## src/design/vsst_pkg.sv

```systemverilog
package vsst_pkg;

  // --------------------------------------------------------------------------
  // host register addresses and fields
  // --------------------------------------------------------------------------
  localparam logic [7:0] VSST_ADDR_MASK0      = 8'h11;
  localparam logic [7:0] VSST_ADDR_MASK1      = 8'h12;
  localparam logic [7:0] VSST_ADDR_MASK2      = 8'h13;
  localparam logic [7:0] VSST_ADDR_OUT_CONFIG = 8'h80;
  localparam logic [7:0] VSST_ADDR_HOST_CODE  = 8'h81;
  localparam logic [7:0] VSST_ADDR_HD_CONTROL = 8'h82;
  localparam logic [7:0] VSST_ADDR_STATUS     = 8'h83;
  localparam int         VSST_HOST_SEL_BIT    = 1;
  localparam int         VSST_HD_ON_BIT       = 7;
  localparam int         VSST_RECOG_BIT       = 7;
  localparam logic [23:0] VSST_MASK_RESET     = 24'hff_ffff;
  localparam logic [7:0] VSST_OUT_CONFIG_RESET = 8'h00;
  localparam logic [5:0] VSST_HOST_CODE_RESET = 6'h00;
  localparam logic [7:0] VSST_HD_CONTROL_RESET = 8'h00;
  localparam logic [5:0] VSST_FIRST_HD_CODE   = 6'h0b;
  localparam int         VSST_NUM_CODES       = 13;

  // --------------------------------------------------------------------------
  // pixel clock rates
  // --------------------------------------------------------------------------
  typedef enum logic [2:0] {
    VSST_RATE_NONE   = 3'h0,
    VSST_RATE_14M32  = 3'h1,
    VSST_RATE_27M    = 3'h2,
    VSST_RATE_36M    = 3'h3,
    VSST_RATE_54M    = 3'h4,
    VSST_RATE_74M25  = 3'h5,
    VSST_RATE_74M175 = 3'h6,
    VSST_RATE_COMPOSITE = 3'h7
  } vsst_rate_type;

  typedef struct packed {
    vsst_rate_type rate;
    logic [11:0]   total;
    logic [9:0]    lines;
    logic [11:0]   active;
    logic [7:0]    hs_width;
    logic [3:0]    vs_half;
    logic [9:0]    active_lines;
    logic          tri_level;
  } vsst_fmt_type;

  // --------------------------------------------------------------------------
  // format table, vertical sync in half lines
  // --------------------------------------------------------------------------
  localparam vsst_fmt_type VSST_FMT_NONE = '0;
  localparam vsst_fmt_type VSST_FMT_01 = '{VSST_RATE_14M32, 12'h38e, 10'h20d,
    12'h300, 8'h1d, 4'h6, 10'h1e6, 1'b0};
  localparam vsst_fmt_type VSST_FMT_02 = '{VSST_RATE_COMPOSITE, 12'h000,
    10'h271, 12'h000, 8'h00, 4'h5, 10'h240, 1'b0};
  localparam vsst_fmt_type VSST_FMT_03 = '{VSST_RATE_27M, 12'h6b4, 10'h20d,
    12'h5a0, 8'h7f, 4'h6, 10'h1e6, 1'b0};
  localparam vsst_fmt_type VSST_FMT_04 = '{VSST_RATE_27M, 12'h6c0, 10'h271,
    12'h5a0, 8'h7f, 4'h5, 10'h240, 1'b0};
  localparam vsst_fmt_type VSST_FMT_05 = '{VSST_RATE_36M, 12'h8f0, 10'h20d,
    12'h780, 8'ha9, 4'h6, 10'h1e6, 1'b0};
  localparam vsst_fmt_type VSST_FMT_06 = '{VSST_RATE_36M, 12'h900, 10'h271,
    12'h780, 8'ha9, 4'h5, 10'h240, 1'b0};
  localparam vsst_fmt_type VSST_FMT_07 = '{VSST_RATE_54M, 12'hd68, 10'h20d,
    12'hb40, 8'hfc, 4'h6, 10'h1e6, 1'b0};
  localparam vsst_fmt_type VSST_FMT_08 = '{VSST_RATE_54M, 12'hd80, 10'h271,
    12'hb40, 8'hfc, 4'h5, 10'h240, 1'b0};
  localparam vsst_fmt_type VSST_FMT_09 = '{VSST_RATE_54M, 12'h6b4, 10'h20d,
    12'h5a0, 8'h7f, 4'hc, 10'h1e3, 1'b0};
  localparam vsst_fmt_type VSST_FMT_10 = '{VSST_RATE_54M, 12'h6c0, 10'h271,
    12'h5a0, 8'h7f, 4'ha, 10'h240, 1'b0};
  localparam vsst_fmt_type VSST_FMT_11 = '{VSST_RATE_74M25, 12'h672, 10'h2ee,
    12'h500, 8'h50, 4'ha, 10'h2d0, 1'b1};
  localparam vsst_fmt_type VSST_FMT_12 = '{VSST_RATE_74M175, 12'h672,
    10'h2ee, 12'h500, 8'h50, 4'ha, 10'h2d0, 1'b1};

  function automatic vsst_fmt_type vsst_format(input logic [5:0] code);
    unique case (code)
      6'h01:   return VSST_FMT_01;
      6'h02:   return VSST_FMT_02;
      6'h03:   return VSST_FMT_03;
      6'h04:   return VSST_FMT_04;
      6'h05:   return VSST_FMT_05;
      6'h06:   return VSST_FMT_06;
      6'h07:   return VSST_FMT_07;
      6'h08:   return VSST_FMT_08;
      6'h09:   return VSST_FMT_09;
      6'h0a:   return VSST_FMT_10;
      6'h0b:   return VSST_FMT_11;
      6'h0c:   return VSST_FMT_12;
      default: return VSST_FMT_NONE;
    endcase
  endfunction

endpackage

```

## src/design/vsst_timing_gen.sv

```systemverilog
`timescale 1ns/10ps
`default_nettype none

module vsst_timing_gen (
  input  wire  logic                   clock,
  input  wire  logic                   rstn,
  input  wire  logic [5:0]             format_select_code,
  input  wire  logic [7:0]             reg_addr,
  input  wire  logic [7:0]             reg_wdata,
  input  wire  logic                   reg_write,
  output var   logic [7:0]             reg_rdata,
  input  wire  logic                   ref_measure_valid,
  input  wire  logic [11:0]            ref_line_clocks,
  input  wire  logic [9:0]             ref_frame_lines,
  input  wire  vsst_pkg::vsst_rate_type ref_rate,
  output var   logic [5:0]             detected_code,
  output var   logic                   ref_recognized,
  output var   logic                   ref_tri_level,
  output var   logic [5:0]             active_code,
  output var   vsst_pkg::vsst_rate_type pixel_rate,
  output var   logic                   line_sync_n,
  output var   logic                   frame_sync_n,
  output var   logic                   display_enable,
  output var   logic                   single_ended_pixel_clock_a,
  output var   logic                   single_ended_pixel_clock_b,
  output var   logic                   differential_pixel_clock_p,
  output var   logic                   differential_pixel_clock_n,
  output var   logic                   differential_pixel_clock_oe
);
  import vsst_pkg::*;

  // --------------------------------------------------------------------------
  // reset release and pin synchroniser
  // --------------------------------------------------------------------------
  logic       rst_meta;
  logic       rstn_sync;
  logic [5:0] pin_meta;
  logic [5:0] pin_sync;

  always_ff @(posedge clock or negedge rstn) begin
    if (!rstn) begin
      rst_meta  <= 1'b0;
      rstn_sync <= 1'b0;
    end else begin
      rst_meta  <= 1'b1;
      rstn_sync <= rst_meta;
    end
  end

  always_ff @(posedge clock or negedge rstn_sync) begin
    if (!rstn_sync) begin
      pin_meta <= 6'h00;
      pin_sync <= 6'h00;
    end else begin
      pin_meta <= format_select_code;
      pin_sync <= pin_meta;
    end
  end

  // --------------------------------------------------------------------------
  // host registers
  // --------------------------------------------------------------------------
  logic [23:0] disable_mask;
  logic [7:0]  out_config;
  logic [5:0]  host_code;
  logic [7:0]  hd_control;
  logic [7:0]  next_rdata;

  wire wr_mask0 = reg_write && (reg_addr == VSST_ADDR_MASK0);
  wire wr_mask1 = reg_write && (reg_addr == VSST_ADDR_MASK1);
  wire wr_mask2 = reg_write && (reg_addr == VSST_ADDR_MASK2);
  wire wr_cfg   = reg_write && (reg_addr == VSST_ADDR_OUT_CONFIG);
  wire wr_code  = reg_write && (reg_addr == VSST_ADDR_HOST_CODE);
  wire wr_hd    = reg_write && (reg_addr == VSST_ADDR_HD_CONTROL);
  wire [7:0] status_byte = {ref_recognized, 1'b0, detected_code};

  always_comb begin
    unique case (reg_addr)
      VSST_ADDR_MASK0:      next_rdata = disable_mask[7:0];
      VSST_ADDR_MASK1:      next_rdata = disable_mask[15:8];
      VSST_ADDR_MASK2:      next_rdata = disable_mask[23:16];
      VSST_ADDR_OUT_CONFIG: next_rdata = out_config;
      VSST_ADDR_HOST_CODE:  next_rdata = {2'b00, host_code};
      VSST_ADDR_HD_CONTROL: next_rdata = hd_control;
      VSST_ADDR_STATUS:     next_rdata = status_byte;
      default:              next_rdata = 8'h00;
    endcase
  end

  always_ff @(posedge clock or negedge rstn_sync) begin
    if (!rstn_sync) begin
      disable_mask <= VSST_MASK_RESET;
      out_config   <= VSST_OUT_CONFIG_RESET;
      host_code    <= VSST_HOST_CODE_RESET;
      hd_control   <= VSST_HD_CONTROL_RESET;
      reg_rdata    <= 8'h00;
    end else begin
      if (wr_mask0) disable_mask[7:0]   <= reg_wdata;
      if (wr_mask1) disable_mask[15:8]  <= reg_wdata;
      if (wr_mask2) disable_mask[23:16] <= reg_wdata;
      if (wr_cfg)   out_config          <= reg_wdata;
      if (wr_code)  host_code           <= reg_wdata[5:0];
      if (wr_hd)    hd_control          <= reg_wdata;
      reg_rdata <= next_rdata;
    end
  end

  // --------------------------------------------------------------------------
  // reference format detector
  // --------------------------------------------------------------------------
  wire  [VSST_NUM_CODES-1:0] code_match;
  logic [5:0]                match_code;
  wire                       hd_on = hd_control[VSST_HD_ON_BIT];

  genvar gi;
  generate
    for (gi = 1; gi < VSST_NUM_CODES; gi++) begin : g_match
      localparam logic [5:0]   CODE = 6'(gi);
      localparam vsst_fmt_type FMT  = vsst_format(CODE);
      wire shape_ok = ((FMT.total == 12'h000) ||
                       (FMT.total == ref_line_clocks)) &&
                      (FMT.lines == ref_frame_lines) && (FMT.rate == ref_rate);
      if (gi < 11) begin : g_sd
        assign code_match[gi] = shape_ok;
      end else begin : g_hd
        assign code_match[gi] = shape_ok && hd_on &&
                                !disable_mask[gi - 11];
      end
    end
  endgenerate
  assign code_match[0] = 1'b0;

  always_comb begin
    match_code = 6'h00;
    for (int i = VSST_NUM_CODES - 1; i > 0; i--) begin
      if (code_match[i]) match_code = 6'(i);
    end
  end

  wire vsst_fmt_type match_fmt = vsst_format(match_code);
  wire match_tri = match_fmt.tri_level;

  always_ff @(posedge clock or negedge rstn_sync) begin
    if (!rstn_sync) begin
      detected_code  <= 6'h00;
      ref_recognized <= 1'b0;
      ref_tri_level  <= 1'b0;
    end else if (ref_measure_valid) begin
      detected_code  <= match_code;
      ref_recognized <= (match_code != 6'h00);
      ref_tri_level  <= match_tri;
    end
  end

  // --------------------------------------------------------------------------
  // output standard select and raster counters
  // --------------------------------------------------------------------------
  logic [11:0] px;
  logic [9:0]  ln;
  logic        clk_phase;

  wire [5:0] selected_code = out_config[VSST_HOST_SEL_BIT] ? host_code
                                                            : pin_sync;
  wire output_ok = (selected_code == 6'h01) ||
                   ((selected_code >= 6'h03) && (selected_code <= 6'h0a));
  wire vsst_fmt_type fmt = vsst_format(selected_code);
  wire restart  = (selected_code != active_code) || !output_ok;
  wire line_end = (px == fmt.total - 12'h001);
  wire [11:0] next_px = (restart || line_end) ? 12'h000 : px + 12'h001;
  wire frame_end = (ln == fmt.lines - 10'h001);
  wire [9:0] next_ln = restart ? 10'h000 :
                       !line_end ? ln : frame_end ? 10'h000 : ln + 10'h001;
  wire hs_on = output_ok && (next_px < 12'(fmt.hs_width));
  wire [9:0] vs_lines = 10'(fmt.vs_half[3:1]);
  wire vs_on = output_ok && ((next_ln < vs_lines) || (fmt.vs_half[0] &&
               (next_ln == vs_lines) && (next_px < {1'b0, fmt.total[11:1]})));
  wire de_on = output_ok &&
               (next_px >= fmt.total - fmt.active) &&
               (next_ln >= fmt.lines - fmt.active_lines);

  always_ff @(posedge clock or negedge rstn_sync) begin
    if (!rstn_sync) begin
      px             <= 12'h000;
      ln             <= 10'h000;
      active_code    <= 6'h00;
      pixel_rate     <= VSST_RATE_NONE;
      line_sync_n    <= 1'b1;
      frame_sync_n   <= 1'b1;
      display_enable <= 1'b0;
    end else begin
      px             <= next_px;
      ln             <= next_ln;
      active_code    <= selected_code;
      pixel_rate     <= output_ok ? fmt.rate : VSST_RATE_NONE;
      line_sync_n    <= !hs_on;
      frame_sync_n   <= !vs_on;
      display_enable <= de_on;
    end
  end

  // --------------------------------------------------------------------------
  // pixel clock outputs
  // --------------------------------------------------------------------------
  // code zero quiets clocks
  wire clocks_on = (selected_code != 6'h00) && output_ok;

  always_ff @(posedge clock or negedge rstn_sync) begin
    if (!rstn_sync) begin
      clk_phase                   <= 1'b0;
      single_ended_pixel_clock_a  <= 1'b0;
      single_ended_pixel_clock_b  <= 1'b0;
      differential_pixel_clock_p  <= 1'b0;
      differential_pixel_clock_n  <= 1'b1;
      differential_pixel_clock_oe <= 1'b0;
    end else begin
      clk_phase                   <= clocks_on && !clk_phase;
      single_ended_pixel_clock_a  <= clocks_on && !clk_phase;
      single_ended_pixel_clock_b  <= clocks_on && !clk_phase;
      differential_pixel_clock_p  <= clocks_on && !clk_phase;
      differential_pixel_clock_n  <= !(clocks_on && !clk_phase);
      differential_pixel_clock_oe <= clocks_on;
    end
  end
endmodule // vsst_timing_gen

`default_nettype wire

```

## config.mk

```make
export PLATFORM = sky130hd
export DESIGN_NAME = vsst_timing_gen
export DESIGN_NICKNAME = d
export VERILOG_FILES = /design/src/design/vsst_pkg.sv /design/src/design/vsst_timing_gen.sv
export SDC_FILE = /design/constraint.sdc
export NUM_CORES = 1
export LEC_CHECK = 0
export BUFFER_PORTS_ARGS = -buffer_cell sky130_fd_sc_hd__buf_4
export CAP_MARGIN = 30
export CORE_MARGIN = 4
export CORE_UTILIZATION = 60
export CTS_CLUSTER_DIAMETER = 100
export DETAILED_ROUTE_END_ITERATION = 16
export GPL_TIMING_DRIVEN = 1
export PLACE_DENSITY = 0.81
export SETUP_SLACK_MARGIN = 0.5
export SYNTH_ARGS = -nofsm -noshare
export SYNTH_HDL_FRONTEND = slang
export SYNTH_SLANG_ARGS = --single-unit
export TNS_END_PERCENT = 30
```

## constraint.sdc

```tcl
create_clock -name clock -period 6.4 [get_ports clock]
set_input_delay 1.28 -clock clock [delete_from_list [all_inputs] [get_ports clock]]
set_output_delay 1.28 -clock clock [all_outputs]
set_load 0.005 [all_outputs]
```

======== Yosys cells after proc, flatten, opt, wreduce, memory -nomap -nowiden ========
Memory sizes are Yosys's and may differ from the RTL's. A register that Yosys moved wholly into a read port is not among the register bits.
Cells that the tools add are included.
word-level totals
  register bits after elaboration ......... 112
  memory bits (read-only) ................. 1,664
  bits of input ports ..................... 51
  output and inout bits ................... 33
  word-level logic and storage cells ...... 142
  memories ................................ 2
operators by class
  add/sub/neg operators ................... 6
  order comparisons ....................... 7
  equal/unequal tests ..................... 30
  muxes and demuxes ....................... 20
  reduce and logical (&&, ||, !) cells .... 54
memories
  memory           words  bits a word  rd ports  clocked after memory_dff  write ports  RTL line        RTL
  (no name shown)  16     52           1         1                         0            vsst_pkg.sv:78  unique case (code)
  (no name shown)  16     52           1         0                         0            vsst_pkg.sv:78
operators by type and width
  kind                                                 count
  2-to-1 mux 6 bit                                     12
  2-to-1 mux 60 bit                                    1
  one-hot mux 8 bit (7 select lines)                   1
  == test 12 bit (first input constant)                4
  logical AND 1 bit                                    39
  == test 11 x 12 -> 1 bit (first input constant)      3
  == test 8 bit (second input constant)                4
  == test 10 bit (first input constant)                3
  2-to-1 mux 10 bit                                    3
  == test 8 x 5 -> 1 bit (second input constant)       3
  adder 12 x 1 -> 12 bit (second input constant)       1
  == test 10 x 12 -> 1 bit (first input constant)      1
  == test 12 bit                                       1
  == test 3 bit (first input constant)                 4
  >= comparator 12 bit                                 1
  less-than comparator 12 x 11 -> 1 bit                1
  less-than comparator 12 x 8 -> 1 bit                 1
  2-to-1 mux 12 bit                                    1
  nonzero test 6 bit                                   2
  subtractor 12 x 1 -> 12 bit (second input constant)  1
  subtractor 12 bit                                    1
  adder 10 x 1 -> 10 bit (second input constant)       1
  == test 10 bit                                       1
  == test 10 x 3 -> 1 bit                              1
  other kinds (15)                                     26

======== Logic depth before layout (Yosys ltp) ========
  depth after elaboration ................. 18
  mapped depth ............................ 30
  depth with buffers taken out ............ 27

======== Worst setup path before layout ========
Ideal clock, no wire load.
  path type ............................... register -> register
  start point ............................. reg out_config[1]
  end point ............................... reg display_enable
  library setup time ...................... 127 ps
  data arrival time ....................... 5,696 ps
  required time ........................... 6,273 ps
  slack ................................... 577 ps
  stages on the path, launching flop included .. 31
  buffers on the path ..................... 3
  clock period less this slack ............ 5,823 ps
  cell sequence ........................... dfrtp_1 > buf_6 > mux2i_2 > inv_2 > ha_1 > clkbuf_1 > mux2i_1 > a211oi_2 > inv_1 > ha_1 > o21ai_2 > o31a_1 > or3_1 > a21oi_1 > o2111a_2 > and2_4 > a41o_1 > buf_2 > or2_1 > ha_1 > nand2b_1 > a21o_1 > a21o_1 > a21o_1 > a21o_1 > a21o_1 > a21o_1 > a21o_1 > a21o_1 > a21oi_1 > nor3_1
on the way
  word-level cells in the longest chain between the ends .. 11
  elaborated cells between the ends (all ways) .. 27
  those cells by class .................... add/sub (4); order compare (4); eq/ne (4); mux (6); reduce/logical (8); memory (1)
RTL lines
  item                                                          RTL line                RTL
  from (decl)                                                   vsst_timing_gen.sv:64   logic [7:0] out_config;
  from (signal assigned)                                        vsst_timing_gen.sv:101  if (wr_cfg) out_config <= reg_wdata;
  2-to-1 mux 6 bit *                                            vsst_timing_gen.sv:162  wire [5:0] selected_code = out_config[VSST_HOST_SEL_BIT] ? host_code
  via selected_code[0]                                          vsst_timing_gen.sv:162
  branches (longest 9 deep; another with memory (16 x 52 bit))  n/a
  logical AND 1 bit *                                           vsst_timing_gen.sv:178  (next_px >= fmt.total - fmt.active) &&
  via de_on                                                     vsst_timing_gen.sv:177  wire de_on = output_ok &&
  to (signal assigned)                                          vsst_timing_gen.sv:197  display_enable <= de_on;
  to (decl)                                                     vsst_timing_gen.sv:23   output var logic display_enable,
Mark *: on every way through the listed nets, which the timed path passes.
A chain may end at the register's enable or synchronous reset.

======== Final worst setup path ========
  start point ............................. reg out_config[1]
  end point ............................... reg display_enable
on the way
  word-level cells in the longest chain between the ends .. 11
  elaborated cells between the ends (all ways) .. 27
  those cells by class .................... add/sub (4); order compare (4); eq/ne (4); mux (6); reduce/logical (8); memory (1)
RTL lines
  item                                                          RTL line
  2-to-1 mux 6 bit *                                            vsst_timing_gen.sv:162
  branches (longest 9 deep; another with memory (16 x 52 bit))  n/a
  logical AND 1 bit *                                           vsst_timing_gen.sv:178
  via de_on                                                     vsst_timing_gen.sv:177
Marked as above.

==> results.md <==
* Status: complete, no violations
* Core area at 13500 sq um
* Largest net degree at the start of global routing at 83
* Setup TNS at 0 ns
* Final critical-path required period at 5.68 ns
* DP HPWL at 16.9 mm
* Hold Vio Cnt, Final at 0
* RSZ-0062 raised after global routing: false
* Vias at 7414
* Commonest cells after routing, fill and taps aside: 113 x buf_4, 82 x dfrtp_1, 68 x nand2_1
* Total grt overflow at 0
* Crit Path Category: register to register
* Number of global-route vias before repair at 7048
* Req. time, crit path at 6.62 ns
* Top cell type by total area after synthesis: dfrtp_1
* Post-Route WL at 23.2 mm
* Final Cell Area at 9750 sq um
* Worst Path Arrival at 5.90 ns
* I/O Pins at 84
* Final Setup Violations at 0
* Fmax at 0.176 GHz
* Die H at 126 um
* Register area share after synthesis at 33.6%
* Hold Path Class: register to asynchronous set/reset pin
* Most common cell after layout, fill and taps aside: buf_4
* Global-route wire length before repair at 36.3 mm
* IO buf count at 81
* Row count at 42
* Worst hold margin at 0.249 ns
* P_leak at 0.00441 uW
* Type of origin of the critical path: register
* Antenna violations before repair at 0
* Root cell of the clock tree: clkbuf_16
* Worst Path Max Fanout at 11
* Number of remaining DRC errors at 0
* Worst Tran Pin Value at 0.867 ns
* Clk_skew at 0.0118 ns
* Cell area power density at 175 nW/um^2
* Top post-synthesis cells by area: dfrtp_1 25%, ha_1 9.9%, dfstp_2 8.5%
* Layout cell share with drive strength beyond 1 at 27.5%
* Clk slew on worst S/H paths at 0.08 ns
* Final Util at 72.5%
* Total of max-cap violations at 0
* GR Util All Layers at 28.0%
* H-tree depth at 3
* Final Slew Violations at 0
* GPL Wtd Cong at 1.02
* Clock Latency Late Sink at 0.36 ns
* Area share of the largest cell type after synthesis at 25.1%
* Initial drt markers at 705
* Via-to-Cell Ratio at 6.34
* Clk sinks at 111
* Yosys warns at 0
* Synthesized netlist cell count at 896
* CP endpoint kind: register
* Initial Util at 62.2%
* Clock Path Buffers at 2
* EDFF count, synth at 0
* Synth Register Bits at 111
* Drt first pass iters at 7
* Final nets at 1107
* Area Overhead vs Synth at 16.6%
* Avg Inst Size Synth at 9.34 sq um
* Die width at 126 um
* CTS tree: built
* Post-Place Cell Area at 9150 sq um
* Synth cell types at 90
* Final period utilization at 88.8%
* Routed len/inst at 19.9 um
* Die ar. at 15900 sq um
* Ys async rst share at 100%
* DRT antenna net count at 0
* Max VDD drop at 0.216 mV
* Ys flop type: dfrtp_1
* Mapped Area at 8370 sq um
* CTS Buf Count at 9
* Slew HR at 41.6%
* Inserted Diodes at 0
worst paths after layout:
| kind | slack (ns) | from | depth (start not counted) | to |
|---|---|---|---|---|
| min | 0.25 | rstn_sync | 0 | display_enable |
| max in group asynchronous | 5.23 | rstn_sync | 2 | disable_mask[1] |
| min reg2reg | 0.25 | rstn_sync | 0 | display_enable |
| max reg2reg | 0.72 | out_config[1] | 25 | display_enable |
| max | 0.72 | out_config[1] | 25 | display_enable |
| min in group clock | 0.35 | pin_meta[1] | 0 | pin_sync[1] |
per-stage QoR:
step | worst slack [ns] | power (uW) | instances
global placement | 0.550 | 1080 | 1138
finish | 0.719 | 1710 | 1169
floorplan | 0.577 | 981 | 897
detailed placement | 0.478 | 1080 | 1138
CTS | 0.529 | 1690 | 1154
global route | 0.429 | 1780 | 1169
area by class of cell:
type | instances | area (sq um)
clock buffers | 10 | 229
well taps | 176 | 220
repair buffers | 117 | 918
inverters | 46 | 180
clock inverters | 6 | 85.1
multi-input cells | 703 | 5300
flip-flops and latches | 111 | 2820
fillers | 1033 | 3700
timing repair:
action	in CTS	in global routing
setup buffers	0	14
setup endpoints to repair	1	1
endpoints found under the hold margin	0	0
pin swaps	0	7
gates resized for setup	2	33
gates cloned	0	0
hold buffers	0	0
metal layers:
layer	share of wire (%)	up-vias	GRT usage (%)
li1	-	3443	-
met3	7.8	78	5.80
met1	41	3508	37.4
met2	48	385	46.3
met4	3.5	0	8.14
met5	0	-	0
kinds of logic (layout without fill, tap and decap cells):
kind of cell               Yosys count  count (layout)  share of synthesized area [%]
adders and majority gates           69              69                           10.5
buffers and inverters               83             179                           4.58
other                                2               3                         0.0898
and+or+nand+nor                    315             315                           19.6
AOI/OAI and AO/OA                  191             191                           16.3
xor gates and xnor gates            59              59                           6.18
muxes                               66              66                           9.23
DFF                                111             111                           33.6
registers in the layout (all words and copies together), names as in the netlist, 3 cells and up:
signal	cells
active_code	6
reg_rdata	8
pin_meta	6
disable_mask	24
ln	10
host_code	6
pin_sync	6
px	12
hd_control	8
out_config	8
pixel_rate	3
detected_code	4
cell usage after synthesis (5+ instances only):
| library cell | number |
|---|---|
| nand3_1 | 40 |
| a21o_1 | 21 |
| nor3_1 | 18 |
| buf_6 | 5 |
| o21ai_1 | 5 |
| buf_2 | 9 |
| nand2b_1 | 12 |
| or3_1 | 7 |
| xnor2_1 | 36 |
| ha_1 | 66 |
| a22oi_1 | 21 |
| o21ai_0 | 29 |
| xor2_1 | 23 |
| nor2_1 | 66 |
| mux2i_1 | 8 |
| a211oi_1 | 5 |
| clkbuf_1 | 17 |
| or3b_2 | 5 |
| inv_2 | 6 |
| nor4_1 | 13 |
| buf_4 | 6 |
| nand4_1 | 18 |
| inv_1 | 40 |
| nand3b_1 | 7 |
| mux2_2 | 53 |
| dfrtp_1 | 84 |
| dfstp_2 | 27 |
| a21oi_1 | 40 |
| o31ai_1 | 5 |
| and3_1 | 11 |
| nor2b_1 | 11 |
| nand2_1 | 69 |
| nor3b_1 | 9 |
| o211ai_1 | 9 |
power by group:
group          leakage (uW)  total (uW)  internal (uW)  switching [uW]
logic               0.00286         349            155             194
registers           0.00140         752            730            22.3
clock network      0.000150         607            315             293
total               0.00441        1710           1200             509
worst max-delay path, cell delays in order, from the launching register on:
cell and delay (ns):
dfrtp_2 0.47, mux2i_4 0.30, buf_4 0.21, ha_1 0.22
buf_4 0.21, nor2_1 0.12, a311oi_2 0.66, xor2_1 0.21
xnor2_1 0.18, o2111a_2 0.19, and2_4 0.20, a41o_1 0.18
buf_4 0.17, or2_4 0.27, ha_1 0.28, nand2b_1 0.14
a21o_1 0.17, a21o_1 0.17, a21o_1 0.17, a21o_1 0.17
a21o_1 0.17, a21o_1 0.16, a21o_1 0.16, a21o_1 0.16
a21oi_1 0.14, nor3_1 0.06
(Power assumes the default switching activity.)
